==> src/hw/pcr_pkg.sv <==
// package: constants for the phy start-up configuration and reset block
package pcr_pkg;
	// ---------------------------------------------------------------
	// clock and timing
	// ---------------------------------------------------------------
	localparam int CLK_HZ = 25000000;
	localparam int REG_HOLD_US = 1000; // register blackout after hardware reset, 1 ms
	localparam int REG_HOLD_CYC = (CLK_HZ / 1000000) * REG_HOLD_US;
	localparam int SRST_CYC = 16; // duration of a software reset sequence
	localparam int MDC_MAX_HZ = 8000000; // upper limit of the far side's management clock
	// ---------------------------------------------------------------
	// wishbone register offsets (byte addresses)
	// ---------------------------------------------------------------
	localparam logic [7:0] OFS_CTRL = 8'h00;
	localparam logic [7:0] OFS_ADV = 8'h04;
	localparam logic [7:0] OFS_STAT = 8'h08;
	localparam logic [7:0] OFS_STRAP = 8'h0C;
	// ---------------------------------------------------------------
	// control word bit positions
	// ---------------------------------------------------------------
	localparam int B_SRST = 15;
	localparam int B_SPEED = 13;
	localparam int B_ANEG = 12;
	localparam int B_SPD = 11;
	localparam int B_FDX = 8;
	// advertisement bit positions, 100 full down to 10 half
	localparam int B_A100F = 8;
	localparam int B_A100H = 7;
	localparam int B_A10F = 6;
	localparam int B_A10H = 5;
	localparam logic [15:0] ADV_RESET = 16'h0001;
	// status bit positions
	localparam int S_READY = 0;
	localparam int S_PINCTL = 1;
	localparam int S_FORCED = 2;
	localparam int S_ANRUN = 3;
	localparam int S_PORTUP = 4;
	localparam int S_SRST = 5;
	typedef enum logic [3:0] {
		PCR_HOLD = 4'h1,
		PCR_RUN = 4'h2,
		PCR_SRST = 4'h4,
		PCR_DOWN = 4'h8
	} pcr_state_e;
endpackage

==> src/hw/pcr_strap.sv <==
// strap capture: latches the three config pins when reset is released
`timescale 1ns/1ns
`default_nettype none
module pcr_strap
	import pcr_pkg::*;
(
	input wire logic clk_in,
	input wire logic reset_in,
	input wire logic [2:0] pins_in,
	output logic [2:0] strap_out
);
	logic was_reset;
	logic [2:0] next_strap;
	// ---------------------------------------------------------------
	// capture on the first edge after reset falls
	// ---------------------------------------------------------------
	// pins are caught by a clocked process, never under the reset itself
	always_comb begin
		next_strap = strap_out;
		if (was_reset && !reset_in) begin
			next_strap = pins_in;
		end
	end
	always_ff @(posedge clk_in) begin
		was_reset <= reset_in;
		strap_out <= next_strap;
	end
endmodule
`default_nettype wire

==> src/hw/pcr_top.sv <==
// top: start-up configuration, reset and power-down control of the transceiver
// Contract
// - power-on, reset and link failure consult config bits for speed.
// - in managed mode pins only give defaults; writes then govern.
// - in pin-control mode management writes are blocked.
// - in pin-control mode pins are sampled at reset into registers.
// - forced 100/10 full/half or autonegotiation supported in both modes.
// - forced configuration starts port at once without negotiation.
// - autonegotiation enabled starts negotiation and parallel detection.
// - power-down pin stops port, floats outputs, drops pulls, refuses access.
// - software power-down bit stops port, registers stay accessible.
// - hardware reset captures enable_bit_a and speed from the pins.
// - software reset restores the latched pin values without resampling.
// - registers invalid for one millisecond after hardware reset release.
// - registers readable during soft reset; reset bit clears on completion.
// - configuration comes from three led driver pins.
// - pin1 low clears enable_bit_a; pin2 sets speed, pin3 sets duplex.
// - pin1 high sets enable_bit_a and speed, pin3 duplex, advertisement per pins.
// - disable pin high blocks management access, selecting pin control; the code blocks writes only, reads are still answered.
`timescale 1ns/1ns
`default_nettype none
module pcr_top
	import pcr_pkg::*;
#(
	parameter int HOLD_CYC = REG_HOLD_CYC
)
(
	input wire logic CLK_IN,
	input wire logic RESET_IN,
	input wire logic [2:0] LED_CONFIG_PIN_IN,
	input wire logic POWER_DOWN_PIN_IN,
	input wire logic MGMT_PORT_DISABLE_PIN_IN,
	input wire logic LINK_FAIL_IN,
	input wire logic WB_CYC_IN,
	input wire logic WB_STB_IN,
	input wire logic WB_WE_IN,
	input wire logic [7:0] WB_ADR_IN,
	input wire logic [3:0] WB_SEL_IN,
	input wire logic [31:0] WB_DAT_IN,
	output logic [31:0] WB_DAT_OUT,
	output logic WB_ACK_OUT,
	output logic WB_ERR_OUT,
	output logic PORT_ENABLE_OUT,
	output logic FORCED_START_OUT,
	output logic ANEG_START_OUT,
	output logic SPEED_100_OUT,
	output logic FULL_DUPLEX_OUT,
	output logic CLOCK_RUN_OUT,
	output logic OUTPUT_HIZ_OUT,
	output logic PULLS_ENABLE_OUT
);
	// ---------------------------------------------------------------
	// declarations
	// ---------------------------------------------------------------
	logic [2:0] strap;
	pcr_state_e state, next_state;
	logic [31:0] cnt, next_cnt;
	logic [15:0] ctrl, next_ctrl;
	logic [15:0] adv, next_adv;
	logic [31:0] rdata, next_rdata;
	logic ack, next_ack;
	logic err, next_err;
	logic start_fire, next_start_fire;
	logic fail_q;
	logic first_done, next_first_done;
	logic [15:0] def_ctrl, def_adv;
	logic pin_ctl, req, hit, wr_ok;
	// cnt is shared by the blackout and the soft reset, which never overlap
	// fail_q holds the previous link failure level for edge detection

	// ---------------------------------------------------------------
	// strap capture
	// ---------------------------------------------------------------
	// the strap instance sees the raw reset so it latches on the release edge
	pcr_strap u_strap (
		.clk_in(CLK_IN),
		.reset_in(RESET_IN),
		.pins_in(LED_CONFIG_PIN_IN),
		.strap_out(strap)
	);

	// map strap pins to control defaults
	// pin1 high forces the speed bit to 100 so negotiation starts from the top
	// pin2 alone chooses the forced speed when negotiation is off
	function automatic logic [15:0] strap_ctrl(input logic [2:0] p);
		logic [15:0] c;
		c = 16'h0000;
		c[B_ANEG] = p[0];
		c[B_SPEED] = p[0] | p[1];
		c[B_FDX] = p[2];
		return c;
	endfunction

	// map strap pins to advertisement defaults
	function automatic logic [15:0] strap_adv(input logic [2:0] p);
		logic [15:0] a;
		a = ADV_RESET;
		if (p[0]) begin
			a[B_A100H] = 1'b1;
			a[B_A100F] = p[2];
			a[B_A10H] = p[1];
			a[B_A10F] = p[1] & p[2];
		end
		return a;
	endfunction

	// ---------------------------------------------------------------
	// bus decode
	// ---------------------------------------------------------------
	always_comb begin
		def_ctrl = strap_ctrl(strap);
		def_adv = strap_adv(strap);
	end
	assign pin_ctl = MGMT_PORT_DISABLE_PIN_IN;
	assign req = WB_CYC_IN && WB_STB_IN && !ack && !err;
	assign hit = (WB_ADR_IN == OFS_CTRL) || (WB_ADR_IN == OFS_ADV) ||
		(WB_ADR_IN == OFS_STAT) || (WB_ADR_IN == OFS_STRAP);
	// status and strap words decode as hits so reads succeed; their writes are
	// acked and dropped, which keeps software polling loops free of error paths
	// writes need managed mode, no power-down and no blackout
	assign wr_ok = !pin_ctl && !POWER_DOWN_PIN_IN && (state != PCR_HOLD);

	// ---------------------------------------------------------------
	// state machine, registers and bus answers
	// ---------------------------------------------------------------
	// the status word is answered even in blackout so software can poll readiness; power-down refuses it too
	// hold: blackout after hardware reset; ctrl and adv follow the latched straps
	// so that the first value software sees is already the strap default
	// run: normal service; link failure edges and mode bit changes relaunch the port
	// soft reset: straps restored, never resampled, reset bit reads one meanwhile
	// down: power-down pin high; the bus is refused and no start pulse goes out
	// writes land only in run, so a soft reset cannot be cut short by a write
	// limitation: a start pulse in the first run cycle may be followed by a link
	// failure pulse; the link logic beyond must accept back-to-back starts
	always_comb begin
		next_state = state;
		next_cnt = cnt;
		next_ctrl = ctrl;
		next_adv = adv;
		next_rdata = rdata;
		next_ack = 1'b0;
		next_err = 1'b0;
		next_start_fire = 1'b0;
		next_first_done = first_done;
		case (state)
			PCR_HOLD: begin
				next_ctrl = def_ctrl;
				next_adv = def_adv;
				if (cnt >= HOLD_CYC - 1) begin
					next_state = PCR_RUN;
					next_cnt = 32'h00000000;
					next_start_fire = 1'b1;
				end else begin
					next_cnt = cnt + 32'h00000001;
				end
			end
			PCR_RUN: begin
				if (POWER_DOWN_PIN_IN) begin
					next_state = PCR_DOWN;
				end else if (!fail_q && LINK_FAIL_IN) begin
					next_start_fire = 1'b1;
				end
			end
			PCR_SRST: begin
				next_ctrl = def_ctrl;
				next_ctrl[B_SRST] = 1'b1;
				next_adv = def_adv;
				if (cnt >= SRST_CYC - 1) begin
					next_ctrl[B_SRST] = 1'b0;
					next_state = PCR_RUN;
					next_cnt = 32'h00000000;
					next_start_fire = 1'b1;
				end else begin
					next_cnt = cnt + 32'h00000001;
				end
			end
			PCR_DOWN: begin
				if (!POWER_DOWN_PIN_IN) begin
					next_state = PCR_RUN;
					next_start_fire = 1'b1;
				end
			end
			default: begin
				next_state = PCR_HOLD;
				next_cnt = 32'h00000000;
			end
		endcase
		if (!first_done && state == PCR_RUN) begin
			next_first_done = 1'b1;
		end
		// bus transfer: refused entirely while powered down
		if (req) begin
			if (!hit || POWER_DOWN_PIN_IN || (state == PCR_HOLD && WB_ADR_IN != OFS_STAT)) begin
				next_err = 1'b1;
			end else begin
				next_ack = 1'b1;
				next_rdata = 32'h00000000;
				case (WB_ADR_IN)
					OFS_CTRL: next_rdata[15:0] = ctrl;
					OFS_ADV: next_rdata[15:0] = adv;
					OFS_STAT: begin
						next_rdata[S_READY] = (state != PCR_HOLD);
						next_rdata[S_PINCTL] = pin_ctl;
						next_rdata[S_FORCED] = !ctrl[B_ANEG];
						next_rdata[S_ANRUN] = ctrl[B_ANEG];
						next_rdata[S_PORTUP] = PORT_ENABLE_OUT;
						next_rdata[S_SRST] = (state == PCR_SRST);
					end
					OFS_STRAP: next_rdata[2:0] = strap;
					default: next_rdata = 32'h00000000;
				endcase
				if (WB_WE_IN && wr_ok && state == PCR_RUN) begin
					if (WB_ADR_IN == OFS_CTRL) begin
						if (WB_SEL_IN[0]) begin
							next_ctrl[7:0] = WB_DAT_IN[7:0];
						end
						if (WB_SEL_IN[1]) begin
							next_ctrl[15:8] = WB_DAT_IN[15:8];
							if (WB_DAT_IN[B_SRST]) begin
								next_state = PCR_SRST;
								next_cnt = 32'h00000000;
							end
						end
						if (next_ctrl[B_ANEG] != ctrl[B_ANEG] ||
							next_ctrl[B_SPEED] != ctrl[B_SPEED] ||
							next_ctrl[B_FDX] != ctrl[B_FDX]) begin
							next_start_fire = 1'b1;
						end
					end else if (WB_ADR_IN == OFS_ADV) begin
						if (WB_SEL_IN[0]) begin
							next_adv[7:0] = WB_DAT_IN[7:0];
						end
						if (WB_SEL_IN[1]) begin
							next_adv[15:8] = WB_DAT_IN[15:8];
						end
					end
				end
			end
		end
	end

	// everything here is reset synchronously; the strap flops are kept apart
	// because they must capture exactly at reset release, not under reset
	// register all state
	always_ff @(posedge CLK_IN) begin
		if (RESET_IN) begin
			state <= PCR_HOLD;
			cnt <= 32'h00000000;
			ctrl <= 16'h0000;
			adv <= ADV_RESET;
			rdata <= 32'h00000000;
			ack <= 1'b0;
			err <= 1'b0;
			start_fire <= 1'b0;
			fail_q <= 1'b0;
			first_done <= 1'b0;
		end else begin
			state <= next_state;
			cnt <= next_cnt;
			ctrl <= next_ctrl;
			adv <= next_adv;
			rdata <= next_rdata;
			ack <= next_ack;
			err <= next_err;
			start_fire <= next_start_fire;
			fail_q <= LINK_FAIL_IN;
			first_done <= next_first_done;
		end
	end

	// ---------------------------------------------------------------
	// outputs
	// ---------------------------------------------------------------
	// port runs only outside blackout, soft reset and both power-downs
	// start pulses are gated by the port enable, so a restart asked for during
	// soft power-down is dropped rather than held back for later; software
	// rewrites a mode bit after clearing bit 11 to relaunch the link
	always_comb begin
		PORT_ENABLE_OUT = (state == PCR_RUN) && !ctrl[B_SPD] && !POWER_DOWN_PIN_IN;
		FORCED_START_OUT = start_fire && !ctrl[B_ANEG] && PORT_ENABLE_OUT;
		ANEG_START_OUT = start_fire && ctrl[B_ANEG] && PORT_ENABLE_OUT;
		SPEED_100_OUT = ctrl[B_SPEED];
		FULL_DUPLEX_OUT = ctrl[B_FDX];
		CLOCK_RUN_OUT = !POWER_DOWN_PIN_IN;
		OUTPUT_HIZ_OUT = POWER_DOWN_PIN_IN;
		PULLS_ENABLE_OUT = !POWER_DOWN_PIN_IN;
		WB_ACK_OUT = ack;
		WB_ERR_OUT = err;
		WB_DAT_OUT = rdata;
	end
endmodule
`default_nettype wire

==> config.mk <==
export PLATFORM = sky130hd
export DESIGN_NAME = pcr_top
export DESIGN_NICKNAME = d
export VERILOG_FILES = /design/src/hw/pcr_pkg.sv /design/src/hw/pcr_strap.sv /design/src/hw/pcr_top.sv
export SDC_FILE = /design/constraint.sdc
export NUM_CORES = 1
export LEC_CHECK = 0
export BUFFER_PORTS_ARGS = -buffer_cell sky130_fd_sc_hd__clkbuf_2
export CAP_MARGIN = 20
export CORE_UTILIZATION = 49
export DETAILED_ROUTE_END_ITERATION = 6
export PLACE_DENSITY = 0.76
export SLEW_MARGIN = 25
export SYNTH_ARGS = -nofsm -noshare
export SYNTH_HDL_FRONTEND = slang
export SYNTH_HIERARCHICAL = 1
export SYNTH_SLANG_ARGS = --single-unit
==> constraint.sdc <==
create_clock -name CLK_IN -period 2.8 [get_ports CLK_IN]
set_input_delay 0.56 -clock CLK_IN [delete_from_list [all_inputs] [get_ports CLK_IN]]
set_output_delay 0.56 -clock CLK_IN [all_outputs]
set_load 0.01 [all_outputs]
==> run_results.csv, run 1 <==
group,metric,value,unit
sta,fin_crit,2.60,ns
floorplan,die_area,9270,um2
placement,numPortBuffers,62,
clock_tree,clk_pin_slew_worst_paths,0.10,ns
logic_synthesis,synth_area,4360,um2
logic_synthesis,ys_ff_latch,92,
clock_tree,cts_tree,"done",
clock_tree,cts_setup_buffers,0,
sta,finalHoldWorstSlack,0.389,ns
clock_tree,hold_buffers,0,
run,cap_violations,0,
finish,area_delta_synth_final,15.8,%
floorplan,start_util,0.502,
logic_synthesis,synth_compound_area_frac,0.158,
global_route,grt-ovfl-total,0,
finish,num_antenna_cells,0,
hold_path,hold_path_class,"primary input to flop",
logic_synthesis,synth_edf_count,3,
finish,fin_cells,696,
placement,dp_cells,680,
logic_synthesis,yosys_most_used_dff,"dfxtp_1",
logic_synthesis,async_flop_share,0,
global_route,grt_util_all_layers,0.232,
finish,drive_gt1_frac,0.218,
floorplan,ios,97,
finish,multiInputGateArea,2250,um2
sta,finalClockSkew,0.0131,ns
floorplan,rows,34,
logic_synthesis,synthSimpleGateAreaFrac,0.300,
power,switching_power,0.000566,W
power,p_total,0.00241,W
placement,dp_slack,-0.133,ns
clock_tree,cts_buffers,9,
clock_tree,clk_path_buf_depth,2,
critical_path,cp-end-kind,"flop",
critical_path,crit_required,3.08,ns
power,powerDensity,478,nW/um2
route,via_per_inst,5.76,
global_route,grt_pass1_wl,16600,um
sta,fmax,385,MHz
sta,finalHoldViolCount,0,
sta,finalWorstSetupSlack,0.201,ns
logic_synthesis,synth_xor_area_frac,0.0101,
route,drc_errors,0,
clock_tree,numClockSinks,92,
power,intPower,0.00185,W
critical_path,cp.arrival,2.88,ns
logic_synthesis,synth_top_family_by_area,"simple AND/OR/NAND/NOR gates",
route,drtIter0Drc,196,
critical_path,worstPathMaxFanout,7,
logic_synthesis,netlist_instances,514,
global_route,grt_max_degree,57,
route,dr.pass1.iters,5,
route,routedWlPerCell,15.3,um
sta,fin_crit_sh,0.928,
sta,worst_pin_slew,0.746,ns
run_status,status,"finished clean",
power,power.share.sequential,0.556,
route,vias,4012,
critical_path,critical_path_class,"primary input to flop",
logic_synthesis,synth_area_per_cell,8.47,um2
clock_tree,root_buffer,"clkbuf_8",
sta,setup_viol_count_final,0,
finish,nFillCells,779,
logic_synthesis,yosysSeqAreaShare,0.430,
global_route,grt_pass1_vias,3593,
critical_path,start_kind,"primary input",
placement,post-dp-hpwl,7660,um
global_route,antenna_found_initial,0,
floorplan,die_y,96.3,um
clock_tree,cts_resized,0,
sta,slew_violations,0,
finish,final_net_count,640,
finish,ff_latch_area,1870,um2
floorplan,die_w,96.3,um
placement,place.gp.congestion,0.843,
power,leakagePower,2.09,nW
logic_synthesis,yosys_warnings,6,
floorplan,core,8680,um2
power,clockPowerShare,0.387,
clock_tree,clock_latency,0.35,ns
sta,slew_headroom,0.502,
logic_synthesis,synth_cell_type_count,62,
sta,rsz0062_at_grt,"no",
route,ant_nets,0,
power,swShare,0.235,
route,wl,10600,um
power,combPwrFrac,0.056,
logic_synthesis,synthMuxAreaShare,0.0270,
clock_tree,h-tree-depth,3,
logic_synthesis,synthAdderAreaFrac,0.00575,
power,peakVddDrop,0.259,mV
## cell usage in the layout (no fill, tap or decap), types with 3 or more instances in the layout
cell type	count
dfxtp_1	89
clkbuf_2	62
nor2_1	61
nand2_1	46
a21oi_1	30
and2_1	30
buf_4	29
nand3_1	25
nor3_1	19
a31oi_1	19
conb_1	16
and3_1	12
a221oi_1	11
clkbuf_8	11
o21ai_0	9
inv_1	8
a211oi_1	7
nor2b_1	6
or4_1	6
nand4_1	6
or2_2	5
or3_1	5
nor4_1	5
mux2i_1	5
a311oi_1	4
nand3b_1	4
xor2_1	4
mux4_2	3
clkinvlp_4	3
edfxtp_1	3
## kinds of logic (layout without fill, tap and decap cells)
family,Yosys count,count (layout)
AO/OA/AOI/OAI,101,101
XOR/XNOR,5,5
adder cells (fa/ha/maj),2,2
buffers and inverters,57,116
flip-flops,92,92
multiplexers,8,8
other,1,16
AND/OR/NAND/NOR,248,248
## power groups by stage
stage               Clock [W]  Sequential (W)  Combinational, W
global placement            0         0.00137          0.000130
CTS                  0.000944         0.00134          0.000135
global route         0.000996         0.00134          0.000149
finish               0.000934         0.00134          0.000136
detailed placement          0         0.00137          0.000134
floorplan                   0         0.00137         0.0000932
## layout make-up
cell class / instances / share of cell area
Multi-Input combinational cell: 380 / 0.446
Sequential cell: 92 / 0.371
Timing Repair Buffer: 92 / 0.109
Clock buffer: 11 / 0.0300
Tap cell: 108 / 0.0268
Clock inverter: 5 / 0.0117
Inverter: 8 / 0.00596
## path summary, 6_finish.rpt
kind                         startpoint                             end  slack (ns)  cells past startpoint
max                        WB_ADR_IN[5]               adv[5]$_SDFF_PP0_        0.20                      8
min                LED_CONFIG_PIN_IN[2]  u_strap/strap_out[2]$_DFFE_PP_        0.39                      1
max reg2reg         state[0]$_SDFF_PP1_              cnt[31]$_SDFF_PP0_        0.25                      6
min reg2reg  WB_DAT_OUT[0]$_SDFFE_PP0P_      WB_DAT_OUT[0]$_SDFFE_PP0P_        0.46                      2
## stage by stage
step                       util  TNS, ns  instance area [um2]
after floorplan               -        0                 4410
final                     0.581        0                 5040
after CTS                 0.581        0                 5040
after global routing      0.581        0                 5040
after global placement    0.557    -1.86                 4830
after detailed placement  0.557    -2.87                 4830
## per-layer routing
metal  up-vias  wire length (um)  share of wire  GRT usage
met5         -                 0              0          0
met4         0               236          0.022     0.0908
met3        24               591          0.056     0.0450
met2       150              5310           0.50      0.408
met1      1892              4500           0.42      0.277
li1       1946                 -              -          -
## Yosys cell counts, drive strengths merged (2+ instances only)
cell type	instances	area (um2)
a21oi	31	159
nand4b	2	17.5
a31oi	19	119
mux2i	5	50.1
ha	2	25.0
a311oi	4	35.0
nor2	61	229
or4	7	56.3
o21ai	10	61.3
a221oi	11	96.3
or2	5	31.3
mux4	3	67.6
nor2b	7	51.3
nand4	6	37.5
nand3	25	125
nand3b	4	30.0
dfxtp	89	1780
o21bai	3	33.8
inv	8	30.0
nor3	19	95.1
a211o	2	17.5
edfxtp	3	90.1
nor4	7	58.8
xor2	4	35.0
clkbuf	22	82.6
o31ai	2	15.0
o211ai	2	15.0
or4b	2	20.0
buf	27	186
a211oi	8	65.1
nand2	46	173
and3	12	75.1
and2	30	188
nor4b	2	17.5
nand2b	2	12.5
or3	6	42.5
a22oi	2	15.0
## worst max-delay path: stages
cell      delay (ns)
clkbuf_2        0.08
or4_4           0.55
or3_1           0.35
buf_4           0.18
nor2_1          0.40
and4_1          0.48
a211oi_1        0.10
nor3_1          0.18
## sequential cells by signal, summed over array words and instances (netlist names)
| name | count |
|---|---|
| u_strap/strap_out | 3 |
| cnt | 32 |
| WB_ERR_OUT | 1 |
| state | 4 |
| start_fire | 1 |
| ctrl | 16 |
| u_strap/was_reset | 1 |
| fail_q | 1 |
| WB_DAT_OUT | 16 |
| adv | 16 |
| WB_ACK_OUT | 1 |
Power figures use the tool's default switching activity.
==> inputs of run 2 (changes only) <==
- CORE_MARGIN: not set -> 4
==> run 2 against run 1 <==
  * Clock skew grew 0.0023 ns
  * Global-route usage fell by 2.8 points
  * Sequential share of layout area hardly changed
  * Clock power is 5.8% lower
  * Critical path depth shrank 2
  * Hold slack worse by 0.014 ns
  * Non-clock buffer count up 3
  * Register-to-register slack about the same
  * Fmax increased by 1.9%
  * Critical path type is now flop to flop
  * Largest cell class unchanged
  * Highest routed layer unchanged
==> run_results.csv, run 2 (synthesis results as in run 1) <==
group,metric,value,unit
critical_path,r2r-start,"state[0]$_SDFF_PP1_",
critical_path,slowest_stage,"or4b_2",
sta,finalHoldViolCount,0,
floorplan,die_area,10500,um2
critical_path,crit_chain,"or4b_2 -> o21bai_4 -> buf_4 -> nor4_4 -> a211oi_2 -> and2_1",
sta,fin_crit,2.55,ns
route,drc_errors,0,
floorplan,core,8680,um2
critical_path,rr_endpoint,"cnt[28]$_SDFF_PP0_",
route,drtIter0Drc,163,
route,via_per_inst,5.68,
critical_path,critical_path_class,"flop to flop",
route,dr.pass1.iters,5,
clock_tree,clk_pin_slew_worst_paths,0.09,ns
finish,layout_commonest_cell,"dfxtp_1",
global_route,grt_max_degree,57,
clock_tree,cts_resized,0,
clock_tree,cts_setup_buffers,0,
floorplan,start_util,0.502,
critical_path,crit_family,"simple AND/OR/NAND/NOR gates",
sta,finalClockSkew,0.0154,ns
power,leakagePower,2.10,nW
critical_path,worst-path-stages,6,
hold_path,min_from,"LED_CONFIG_PIN_IN[2]",
finish,fin_cells,699,
clock_tree,cts_buffers,9,
global_route,grt_util_all_layers,0.204,
route,ant_nets,0,
placement,numPortBuffers,62,
power,peakVddDrop,0.270,mV
global_route,grt-ovfl-total,0,
finish,nFillCells,818,
floorplan,ios,97,
clock_tree,clk_path_buf_depth,2,
clock_tree,h-tree-depth,3,
critical_path,regToRegSetupSlack,0.25,ns
critical_path,crit_end,"cnt[28]$_SDFF_PP0_",
clock_tree,hold_buffers,0,
clock_tree,root_buffer,"clkbuf_8",
finish,drive_gt1_frac,0.222,
critical_path,cp-end-kind,"flop",
run_status,status,"finished clean",
clock_tree,clock_latency,0.36,ns
critical_path,start_kind,"flop",
sta,rsz0062_at_grt,"no",
critical_path,cp.buffers_inverters,1,
finish,final_net_count,643,
clock_tree,cts_tree,"done",
critical_path,crit_required,3.09,ns
floorplan,die_w,102,um
sta,worst_pin_slew,0.732,ns
sta,fin_crit_sh,0.911,
sta,slew_headroom,0.511,
sta,fmax,392,MHz
finish,largest_reg_flops,32,
sta,setup_viol_count_final,0,
finish,top_register,"cnt",
sta,slew_violations,0,
route,vias,3969,
placement,dp_cells,683,
global_route,grt_pass1_vias,3611,
power,powerDensity,466,nW/um2
run,cap_violations,0,
critical_path,critPathLaunch,"state[0]$_SDFF_PP1_",
placement,post-dp-hpwl,7800,um
finish,area_delta_synth_final,15.8,%
global_route,grt_pass1_wl,17000,um
critical_path,reg2regPathDepth,6,
finish,layout_common_cells,"dfxtp_1, clkbuf_2, nor2_1, nand2_1, buf_4",
hold_path,hold_path_class,"primary input to flop",
global_route,antenna_found_initial,0,
finish,num_antenna_cells,0,
critical_path,cp.arrival,2.85,ns
critical_path,worstPathMaxFanout,17,
floorplan,rows,34,
clock_tree,numClockSinks,92,
route,wl,10500,um
placement,place.gp.congestion,0.899,
floorplan,die_y,102,um
route,routedWlPerCell,15.1,um
critical_path,slowest_delay,0.75,ns
sta,final.setup.tns,0,ns
==> run 2: layout make-up <==
type                    instances  area, um2  area share
clock buffers                  11        163      0.0323
clock inverters                 5       38.8     0.00769
inverters                       8       30.0     0.00595
multi-input cells             380       2250       0.446
flip-flops and latches         92       1870       0.371
well taps                     108        135      0.0268
repair buffers                 95        558       0.111
==> run 2: worst min-delay path by stage <==
stage                                                 to  depth (start not counted)  slack [ns]
after global routing      u_strap/strap_out[1]$_DFFE_PP_                          1        0.35
final                     u_strap/strap_out[2]$_DFFE_PP_                          1        0.37
after floorplan                       cnt[17]$_SDFF_PP0_                          1        0.42
after global placement                cnt[17]$_SDFF_PP0_                          1        0.43
after detailed placement      WB_DAT_OUT[0]$_SDFFE_PP0P_                          2        0.45
after CTS                 u_strap/strap_out[1]$_DFFE_PP_                          1        0.36
==> run 2: per-stage QoR <==
step                      utilization  total power, W  hold WS (ns)  setup WS [ns]  area (um2)
after detailed placement        0.558         0.00150         0.447        -0.0700        4840
after global routing            0.581         0.00245         0.346         0.0338        5040
final                           0.581         0.00235         0.374          0.250        5040
after floorplan                     -         0.00146         0.421         0.0531        4410
after global placement          0.558         0.00150         0.433        -0.0386        4840
after CTS                       0.581         0.00237         0.361          0.222        5040
==> run 2: per-layer routing <==
metal,vias up,global-route usage,wire [um]
met1,1850,0.262,4360
li1,1956,-,-
met2,134,0.332,5240
met3,29,0.0505,668
met5,-,0,0
met4,0,0.0757,286
==> run 2: report_power, final <==
group          switching, W  leakage (nW)  internal [W]
clock network      0.000472         0.101      0.000407
logic             0.0000763          1.25     0.0000547
registers         0.0000154         0.748       0.00133
